**src/common/zcd_pkg.sv**
```systemverilog
// Constants shared by the zero-cross detector control block.
// Assumes an 8-bit register port and a single peripheral clock.
package zcd_pkg;

    // ------------------------------------------------------------
    // Register offsets
    // ------------------------------------------------------------
    localparam logic [7:0] ZCD_OFS_CTRL = 8'h00;
    localparam logic [7:0] ZCD_OFS_EDGE = 8'h02;
    localparam logic [7:0] ZCD_OFS_STATUS = 8'h03;
    localparam logic [7:0] ZCD_OFS_IRQ_STATUS = 8'h04;
    localparam logic [7:0] ZCD_OFS_IRQ_CLEAR = 8'h05;
    localparam logic [7:0] ZCD_OFS_IRQ_ENABLE = 8'h06;

    // ------------------------------------------------------------
    // Field positions
    // ------------------------------------------------------------
    localparam int ZCD_BIT_ENABLE = 0;
    localparam int ZCD_BIT_INVERT = 3;
    localparam int ZCD_BIT_ROUTE = 6;
    localparam int ZCD_BIT_RUNSLP = 7;
    localparam int ZCD_BIT_STATE = 4;
    localparam int ZCD_BIT_CROSS = 0;
    localparam int ZCD_IRQ_CROSS = 0;
    localparam int ZCD_IRQ_OVERRUN = 1;
    localparam int ZCD_IRQ_BITS = 2;

    // ------------------------------------------------------------
    // Reset values and encodings
    // ------------------------------------------------------------
    localparam logic [7:0] ZCD_RST_CTRL = 8'h00;
    localparam logic [1:0] ZCD_RST_EDGE = 2'h0;
    localparam logic [1:0] ZCD_RST_IRQ = 2'h0;
    localparam logic [1:0] ZCD_EDGE_NONE = 2'h0;
    localparam logic [1:0] ZCD_EDGE_RISE = 2'h1;
    localparam logic [1:0] ZCD_EDGE_FALL = 2'h2;
    localparam logic [1:0] ZCD_EDGE_BOTH = 2'h3;

    // ------------------------------------------------------------
    // Timing
    // ------------------------------------------------------------
    localparam int ZCD_SYNC_STAGES = 3;

endpackage

```
**src/design/zcd_sync.sv**
```systemverilog
// Multi-stage level synchroniser for an asynchronous input.
// Assumes the input may change at any time relative to the clock.
module zcd_sync
    import zcd_pkg::*;
(
    input wire logic sys_clk_i,
    input wire logic reset_i,
    input wire logic async_i,
    output logic sync_o
);

    logic [ZCD_SYNC_STAGES-1:0] chain_ff;
    logic [ZCD_SYNC_STAGES-1:0] nxt_chain;

    // Shift the level along; only the next stage reads each flop
    always_comb begin
        nxt_chain = {chain_ff[ZCD_SYNC_STAGES-2:0], async_i};
    end

    // Plain shift register, cleared on reset
    always_ff @(posedge sys_clk_i) begin
        if (reset_i) begin
            chain_ff <= '0;
        end else begin
            chain_ff <= nxt_chain;
        end
    end

    assign sync_o = chain_ff[ZCD_SYNC_STAGES-1];

endmodule

```
**src/design/zcd_ctrl.sv**
```systemverilog
// Register, interrupt and status logic of the zero-cross detector.
// Assumes an asynchronous comparator level, sleep levels from the
// power manager on sys_clk_i, and a one-cycle strobe register port.
//
// Strobed register access was decided locally.
module zcd_ctrl
    import zcd_pkg::*;
(
    input wire logic sys_clk_i,
    input wire logic reset_i,
    input wire logic [7:0] reg_addr_i,
    input wire logic [7:0] reg_wdata_i,
    input wire logic reg_wr_i,
    input wire logic reg_rd_i,
    output logic [7:0] reg_rdata_o,
    input wire logic cmp_out_i,
    input wire logic sleep_standby_i,
    input wire logic sleep_powerdown_i,
    output logic pin_out_o,
    output logic pin_oe_n_o,
    output logic event_out_o,
    output logic cross_irq_o,
    output logic irq_o
);

    // ------------------------------------------------------------
    // Declarations
    // ------------------------------------------------------------
    logic [7:0] ctrl_ff;
    logic [7:0] nxt_ctrl;
    logic [1:0] edge_sel_ff;
    logic [1:0] nxt_edge_sel;
    logic cross_flag_ff;
    logic nxt_cross_flag;
    logic [ZCD_IRQ_BITS-1:0] irq_stat_ff;
    logic [ZCD_IRQ_BITS-1:0] nxt_irq_stat;
    logic [ZCD_IRQ_BITS-1:0] irq_en_ff;
    logic [ZCD_IRQ_BITS-1:0] nxt_irq_en;
    logic prev_out_ff;
    logic nxt_prev_out;
    logic [7:0] rdata_ff;
    logic [7:0] nxt_rdata;
    logic cmp_sync;
    logic active;
    logic out_level;
    logic rise_seen;
    logic fall_seen;
    logic edge_hit;
    logic wr_ctrl;
    logic wr_edge;
    logic wr_status;
    logic wr_irq_clr;
    logic wr_irq_en;

    // ------------------------------------------------------------
    // Register write decode
    // ------------------------------------------------------------
    assign wr_ctrl = reg_wr_i && (reg_addr_i == ZCD_OFS_CTRL);
    assign wr_edge = reg_wr_i && (reg_addr_i == ZCD_OFS_EDGE);
    assign wr_status = reg_wr_i && (reg_addr_i == ZCD_OFS_STATUS);
    assign wr_irq_clr = reg_wr_i && (reg_addr_i == ZCD_OFS_IRQ_CLEAR);
    assign wr_irq_en = reg_wr_i && (reg_addr_i == ZCD_OFS_IRQ_ENABLE);

    // ------------------------------------------------------------
    // Comparator input path
    // ------------------------------------------------------------
    // resynchronise comparator
    zcd_sync u_sync (
        .sys_clk_i(sys_clk_i),
        .reset_i(reset_i),
        .async_i(cmp_out_i),
        .sync_o(cmp_sync)
    );

    // Detector runs only when enabled and the sleep state allows it
    // enable gating
    assign active = ctrl_ff[ZCD_BIT_ENABLE] && !sleep_powerdown_i &&
                    (!sleep_standby_i || ctrl_ff[ZCD_BIT_RUNSLP]);

    // Synchronised output level; reads low while the detector is off
    // polarity inversion
    assign out_level = active && (cmp_sync ^ ctrl_ff[ZCD_BIT_INVERT]);

    // Edge detection on the synchronised level only, never the raw pin
    assign rise_seen = out_level && !prev_out_ff;
    assign fall_seen = !out_level && prev_out_ff;

    always_comb begin
        case (edge_sel_ff)
            ZCD_EDGE_NONE: edge_hit = 1'b0;
            ZCD_EDGE_RISE: edge_hit = rise_seen;
            ZCD_EDGE_FALL: edge_hit = fall_seen;
            ZCD_EDGE_BOTH: edge_hit = rise_seen || fall_seen;
            default: edge_hit = 1'b0;
        endcase
    end

    // ------------------------------------------------------------
    // Pin and event outputs
    // ------------------------------------------------------------
    // The pin takes the synchronised level so no logic reads the raw
    // comparator; the cost is three cycles of latency on the pin.
    // pin routing
    assign pin_out_o = ctrl_ff[ZCD_BIT_ROUTE] &&
                       out_level;
    assign pin_oe_n_o = !(active && ctrl_ff[ZCD_BIT_ROUTE]);
    assign event_out_o = out_level;

    // ------------------------------------------------------------
    // Control registers
    // ------------------------------------------------------------
    // Unused control bits are kept zero so they read back as zero
    always_comb begin
        nxt_ctrl = ctrl_ff;
        nxt_edge_sel = edge_sel_ff;
        nxt_irq_en = irq_en_ff;
        if (wr_ctrl) begin
            nxt_ctrl = 8'h00;
            nxt_ctrl[ZCD_BIT_ENABLE] = reg_wdata_i[ZCD_BIT_ENABLE];
            nxt_ctrl[ZCD_BIT_INVERT] = reg_wdata_i[ZCD_BIT_INVERT];
            nxt_ctrl[ZCD_BIT_ROUTE] = reg_wdata_i[ZCD_BIT_ROUTE];
            nxt_ctrl[ZCD_BIT_RUNSLP] = reg_wdata_i[ZCD_BIT_RUNSLP];
        end
        if (wr_edge) begin
            nxt_edge_sel = reg_wdata_i[1:0];
        end
        if (wr_irq_en) begin
            nxt_irq_en = reg_wdata_i[ZCD_IRQ_BITS-1:0];
        end
    end

    always_ff @(posedge sys_clk_i) begin
        if (reset_i) begin
            ctrl_ff <= ZCD_RST_CTRL;
            edge_sel_ff <= ZCD_RST_EDGE;
            irq_en_ff <= ZCD_RST_IRQ;
        end else begin
            ctrl_ff <= nxt_ctrl;
            edge_sel_ff <= nxt_edge_sel;
            irq_en_ff <= nxt_irq_en;
        end
    end

    // ------------------------------------------------------------
    // Crossing flag and interrupt status
    // ------------------------------------------------------------
    // A new edge in the clearing cycle wins, so no crossing is lost
    always_comb begin
        nxt_prev_out = out_level;
        nxt_cross_flag = cross_flag_ff;
        nxt_irq_stat = irq_stat_ff;
        if (wr_status && reg_wdata_i[ZCD_BIT_CROSS]) begin
            nxt_cross_flag = 1'b0;
        end
        if (edge_hit) begin
            nxt_cross_flag = 1'b1;
        end
        if (wr_irq_clr) begin
            nxt_irq_stat = irq_stat_ff & ~reg_wdata_i[ZCD_IRQ_BITS-1:0];
        end
        if (edge_hit) begin
            nxt_irq_stat[ZCD_IRQ_CROSS] = 1'b1;
        end
        if (edge_hit && cross_flag_ff) begin
            nxt_irq_stat[ZCD_IRQ_OVERRUN] = 1'b1;
        end
    end

    always_ff @(posedge sys_clk_i) begin
        if (reset_i) begin
            prev_out_ff <= 1'b0;
            cross_flag_ff <= 1'b0;
            irq_stat_ff <= ZCD_RST_IRQ;
        end else begin
            prev_out_ff <= nxt_prev_out;
            cross_flag_ff <= nxt_cross_flag;
            irq_stat_ff <= nxt_irq_stat;
        end
    end

    assign cross_irq_o = (edge_sel_ff != ZCD_EDGE_NONE) && cross_flag_ff;
    assign irq_o = |(irq_stat_ff & irq_en_ff);

    // ------------------------------------------------------------
    // Read data
    // ------------------------------------------------------------
    // Data valid only in the cycle after the read strobe
    always_comb begin
        nxt_rdata = 8'h00;
        if (reg_rd_i) begin
            case (reg_addr_i)
                ZCD_OFS_CTRL: nxt_rdata = ctrl_ff;
                ZCD_OFS_EDGE: nxt_rdata = {6'h00, edge_sel_ff};
                ZCD_OFS_STATUS: begin
                    nxt_rdata[ZCD_BIT_STATE] = out_level;
                    nxt_rdata[ZCD_BIT_CROSS] = cross_flag_ff;
                end
                ZCD_OFS_IRQ_STATUS: nxt_rdata = {6'h00, irq_stat_ff};
                ZCD_OFS_IRQ_ENABLE: nxt_rdata = {6'h00, irq_en_ff};
                default: nxt_rdata = 8'h00;
            endcase
        end
    end

    always_ff @(posedge sys_clk_i) begin
        if (reset_i) begin
            rdata_ff <= 8'h00;
        end else begin
            rdata_ff <= nxt_rdata;
        end
    end

    assign reg_rdata_o = rdata_ff;
endmodule

```
**config.mk**
```make
export PLATFORM = sky130hd
export DESIGN_NAME = zcd_ctrl
export DESIGN_NICKNAME = d
export VERILOG_FILES = /design/src/common/zcd_pkg.sv /design/src/design/zcd_sync.sv /design/src/design/zcd_ctrl.sv
export SDC_FILE = /design/constraint.sdc
export NUM_CORES = 1
export LEC_CHECK = 0
export ABC_CLOCK_PERIOD_IN_PS = 2450
export BUFFER_PORTS_ARGS = -buffer_cell sky130_fd_sc_hd__buf_4
export CELL_PAD_IN_SITES_DETAIL_PLACEMENT = 1
export CELL_PAD_IN_SITES_GLOBAL_PLACEMENT = 2
export CORE_ASPECT_RATIO = 1.4
export CORE_MARGIN = 3
export CORE_UTILIZATION = 29
export CTS_BUF_LIST = sky130_fd_sc_hd__clkbuf_8
export CTS_CLUSTER_DIAMETER = 60
export DETAILED_ROUTE_END_ITERATION = 8
export PLACE_DENSITY = 0.89
export SLEW_MARGIN = 25
export SYNTH_ARGS = -nofsm -noshare
export SYNTH_HDL_FRONTEND = slang
export SYNTH_SLANG_ARGS = --single-unit
```
**constraint.sdc**
```tcl
create_clock -name sys_clk_i -period 2.45 [get_ports sys_clk_i]
set_input_delay 0 -clock sys_clk_i [delete_from_list [all_inputs] [get_ports sys_clk_i]]
set_output_delay 0 -clock sys_clk_i [all_outputs]
set_load 0.01 [all_outputs]
```
[After elaboration in Yosys (flattened, before gate mapping)]
Index checks and enable logic that the tools add are counted.
Storage, ports and cells
  logic and storage cells: 66
  output and inout bits: 13
  bits of input ports: 23
  register bits after elaboration: 22
Operators by class
  reduce and logical (&&, ||, !) cells: 32
  equality and inequality tests: 8
  bitwise gates (word level): 7
  multiplexer cells: 8
Operators with widths (count)
  $eq A8 B3 Y1 const B: 3
  $eq A8 B2 Y1 const B: 2
  $logic_and A1 B1 Y1: 15
  $pmux W3 S4: 1
  $logic_not A8 Y1: 1
  $reduce_bool A2 Y1: 4
  $reduce_or A3 Y1: 2
  $logic_not A1 Y1: 5
  $pmux W1 S5: 1
  $and A2 B2 Y2: 2
  $eq A2 B2 Y1 const B: 2
  $mux W1: 4
  $pmux W1 S4: 1
  $reduce_or A2 Y1: 2
  $not A1 Y1: 3
  $eq A2 B1 Y1 const B: 1
  $logic_not A2 Y1: 1
  $logic_or A1 B1 Y1: 2
  $mux W2: 1
  $not A2 Y2: 1
  $xor A1 B1 Y1: 1

[Logic depth before layout (Yosys ltp)]
  depth after elaboration: 10
  depth in mapped cells: 8
  gate-level depth less buffers: 7

[Hierarchy]
Synthesis repeated with hierarchy kept, for this count alone.
Second synthesis, totals
  cells, all modules: 99
  area, all modules: 942.2 µm²
Modules (own cells, without submodules)
  zcd_ctrl: times used 1, sequential area each 360.3 µm², cells each 93, area an instance 863.3 µm²
  zcd_sync: times used 1, sequential area each 60.1 µm², cells each 6, area an instance 78.8 µm²

[Least setup slack after synthesis]
OpenSTA, ideal clock, no wires.
  path type: reg2reg
  from: register ctrl_ff[0]
  to: register irq_stat_ff[1]
  path buffers: 1
  setup time: 0.135 ns
  arrival time: 1.778 ns
  path slack: 0.537 ns
  required time: 2.315 ns
  stages on the path, launching flop included: 8
  period minus slack after synthesis: 1.913 ns
  cells stage by stage: dfxtp_1 -> inv_1 -> or4_1 -> clkbuf_1 -> ha_1 -> or2_2 -> a31oi_1 -> o21ai_0
On the way
  word-level cells in the longest chain between the ends: 9
  elaborated cells on any way between the ends: 11
  those cells by class: mux (2); reduce/logical (9)
RTL lines
  start: declaration: line zcd_ctrl.sv:29  | logic [7:0] ctrl_ff;
  start signal: assignment: line zcd_ctrl.sv:138  | ctrl_ff <= nxt_ctrl;
  $logic_and A1 B1 Y1 * (2 in a row): line zcd_ctrl.sv:77  | assign active = ctrl_ff[ZCD_BIT_ENABLE] && !sleep_powerdown_i &&
  $logic_and A1 B1 Y1 *: line zcd_ctrl.sv:82  | assign out_level = active && (cmp_sync ^ ctrl_ff[ZCD_BIT_INVERT]);
  $logic_not A1 Y1: line zcd_ctrl.sv:86  | assign fall_seen = !out_level && prev_out_ff;
  $logic_and A1 B1 Y1: line zcd_ctrl.sv:86
  $logic_or A1 B1 Y1: line zcd_ctrl.sv:93  | ZCD_EDGE_BOTH: edge_hit = rise_seen || fall_seen;
  $pmux W1 S4 *: line zcd_ctrl.sv:89  | case (edge_sel_ff)
  $logic_and A1 B1 Y1 *: line zcd_ctrl.sv:164  | if (edge_hit && cross_flag_ff) begin
  $mux W1 or $reduce_bool A2 Y1 (tied branches)
  end signal: assignment: line zcd_ctrl.sv:177  | irq_stat_ff <= nxt_irq_stat;
  end: declaration: line zcd_ctrl.sv:35  | logic [ZCD_IRQ_BITS-1:0] irq_stat_ff;
Every way passes the cells marked *; elsewhere a longest branch is shown, timed or not.
A chain may end at the register's enable or synchronous reset.

[Final worst setup path]
Ends and elaborated chain as after synthesis.

==> summary.txt <==
Post-Synthesis Cells - 114
Placer Congestion - 0.854
Vias in the first global route - 943
Vias per cell - 4.91
# H-tree levels - 1
Final setup vio count - 0
Worst-path maximum fanout - 5
Share of power burned in combinational logic - 0.101
Req. time, crit path - 2.58 ns
CTS tree - yes
Num CTS Buffers - 3
Iter 0 DRT Violations - 20
Total track usage - 0.129
Total negative slack - 0 ns
Die X - 56.8 µm
CTS clk-pin slew, worst paths - 0.08 ns
Status - completed
Worst skew pair latency - 0.26 ns
Clk network pwr share - 0.358
Yosys warns - 0
CTS Hold Bufs - 4
WHS Path Cells - 2
Maximum VDD drop - 0.267 mV
Placed instance area - 0.00128 mm²
Unrepaired setup endpoints after global routing - false
Initial core utilization - 0.307
Input/output buffers - 30
Ys flop type - dfxtp_1
Leakage - 0.569 nW
Final Max Slew Viols - 0
Dpl hpwl - 2100 µm
DR vias - 913
F_max - 0.482 GHz
Core ar. - 0.00341 mm²
Die area - 0.00437 mm²
Total power - 635 µW
Worst Path Arrival - 2.21 ns
Sequential share of power - 0.541
Detail Route Antenna Nets - 0
FF-to-FF path depth - 6
Mapped cell area - 0.00105 mm²
Inserted Diodes - 0
Worst slack at placement - 0.364 ns
DIE HEIGHT - 77.1 µm
Final #Nets - 172
Synth unique cells - 46
Skew final - 0.000737 ns
First-pass GRT wire length - 4490 µm
Clk buf depth - 2
Routed WL per cell - 14.6 µm
Switching Fraction - 0.229
MaxCap Viol Count - 0
Initial antenna violation count - 0
Min-delay worst type - input port to flip-flop
Row cnt - 25
Power per cell area - 466 mW/mm²
CTS root buffer - clkbuf_8
Post-Syn Area per Cell - 9.18 µm²
EDFF count, synth - 0
Drt drc - 0
Fillcell total - 410
TritonCTS Sinks - 21
WS Path Type - flip-flop to flip-flop
Postcts setup bufs - 0
Ports - 36
DP Cell Count - 178
Synth Register Bits - 21
Setup WS post-layout - 0.374 ns
Crit end category - flip-flop
Post-synthesis sequential area ratio - 0.402
P&R area growth vs syn - 30.3%
Non-Filler Instances - 186
Crit start category - flip-flop
GR Overflow Total - 0
Final instance area - 0.00136 mm²
Largest net degree at the start of global routing - 14
Layout cells sized above 1 - 0.315
Cell Int Power - 489 µW
Final period demand of the worst path - 2.08 ns
Sw power - 146 µW
Part of the cycle the worst path needs - 0.847
Pre-antenna DRT Iters - 4
Final hold violation count - 0
Synth async-reset ratio - 0
# resized after CTS - 0
Post-Route WL - 2710 µm
## cell usage after synthesis (all sizes together), types with 2 or more instances
library cell  instances  area [µm²]
nor2b                 7        43.8
nand2                13        48.8
ha                    2        25.0
inv                   9        33.8
a311oi                2        17.5
nand4                 2        12.5
and2                  3        18.8
clkbuf                3        21.3
nor2                  3        11.3
nor4                  3        25.0
buf                   5        35.0
dfxtp                21         420
or4                   3        22.5
a31o                  2        17.5
nor3b                 2        20.0
o22ai                 2        12.5
a21oi                 2        10.0
and3b                 2        18.8
mux2i                 6        60.1
o31ai                 3        22.5
## cell families (layout without fill, tap and decap cells)
| kind of cell | after synthesis | after routing | share of synthesized area |
|---|---|---|---|
| flip-flops | 21 | 21 | 0.402 |
| adder cells (fa/ha/maj) | 2 | 2 | 0.0239 |
| XOR/XNOR | 1 | 1 | 0.00837 |
| AND/OR/NAND/NOR | 48 | 48 | 0.287 |
| AO/OA/AOI/OAI | 17 | 17 | 0.121 |
| other | 1 | 2 | 0.00359 |
| buffers and inverters | 17 | 48 | 0.0861 |
| multiplexers | 7 | 7 | 0.0682 |
## power by group through the flow
stage               combinational [mW]  sequential [mW]  clock (mW)
global route                    0.0704            0.344       0.254
detailed placement              0.0578            0.352           0
floorplan                       0.0309            0.352           0
CTS                             0.0637            0.344       0.238
global placement                0.0572            0.352           0
finish                          0.0641            0.344       0.228
## final timing paths
kind	from	to	slack (ns)
worst max-delay path	ctrl_ff[0]	irq_stat_ff[1]	0.37
worst min-delay path	reset_i	irq_stat_ff[0]	0.009
worst max register to register	ctrl_ff[0]	irq_stat_ff[1]	0.37
worst min register to register	u_sync.chain_ff[1]	u_sync.chain_ff[2]	0.45
## critical path, cell delays in order, from the launching register on
cell	delay (ns)
dfxtp_1	0.35
inv_1	0.06
or4_1	0.63
ha_1	0.25
or2_2	0.27
a31oi_1	0.26
o21ai_0	0.13
## stage by stage
step                      utilization  hold WS [ns]
after floorplan                     -         0.124
after global placement          0.374         0.217
after detailed placement        0.374         0.218
after CTS                       0.400       0.00546
after global routing            0.400        0.0120
final                           0.400       0.00855
## flip-flops by register name, summed over array words and instances (netlist names)
register	flops
u_sync.chain_ff	3
cross_flag_ff	1
edge_sel_ff	2
ctrl_ff	4
prev_out_ff	1
irq_stat_ff	2
reg_rdata_o	6
irq_en_ff	2
## area by class of cell
type	count	area [µm²]	area share
timing repair buffer	35	273	0.200
sequential	21	420	0.309
multi-input combinational	77	539	0.396
clock inverter	1	5.00	0.00367
inverter	9	33.8	0.0248
tap	40	50.0	0.0367
clock buffer	3	41.3	0.0303
## cell usage in the layout, fill, tap and decap left out, types with 3 or more instances in the layout
cell type / Yosys / layout
inv_1: 9 / 9
buf_4: 2 / 31
nor2_1: 3 / 3
and2_1: 3 / 3
nand2_1: 13 / 13
mux2i_1: 6 / 6
nor2b_1: 7 / 7
or4_1: 3 / 3
clkbuf_8: 1 / 3
dfxtp_1: 21 / 21
dlygate4sd3_1: 0 / 4
o31ai_1: 3 / 3
## layer usage
| metal | track usage | vias to the layer above | wire, µm |
|---|---|---|---|
| met1 | 0.145 | 432 | 1110 |
| met2 | 0.235 | 22 | 1450 |
| met3 | 0.0253 | 2 | 132 |
| li1 | - | 457 | - |
| met4 | 0.0487 | 0 | 17 |
| met5 | 0 | - | 0 |
Note: power is estimated with default switching activity, not from simulation.
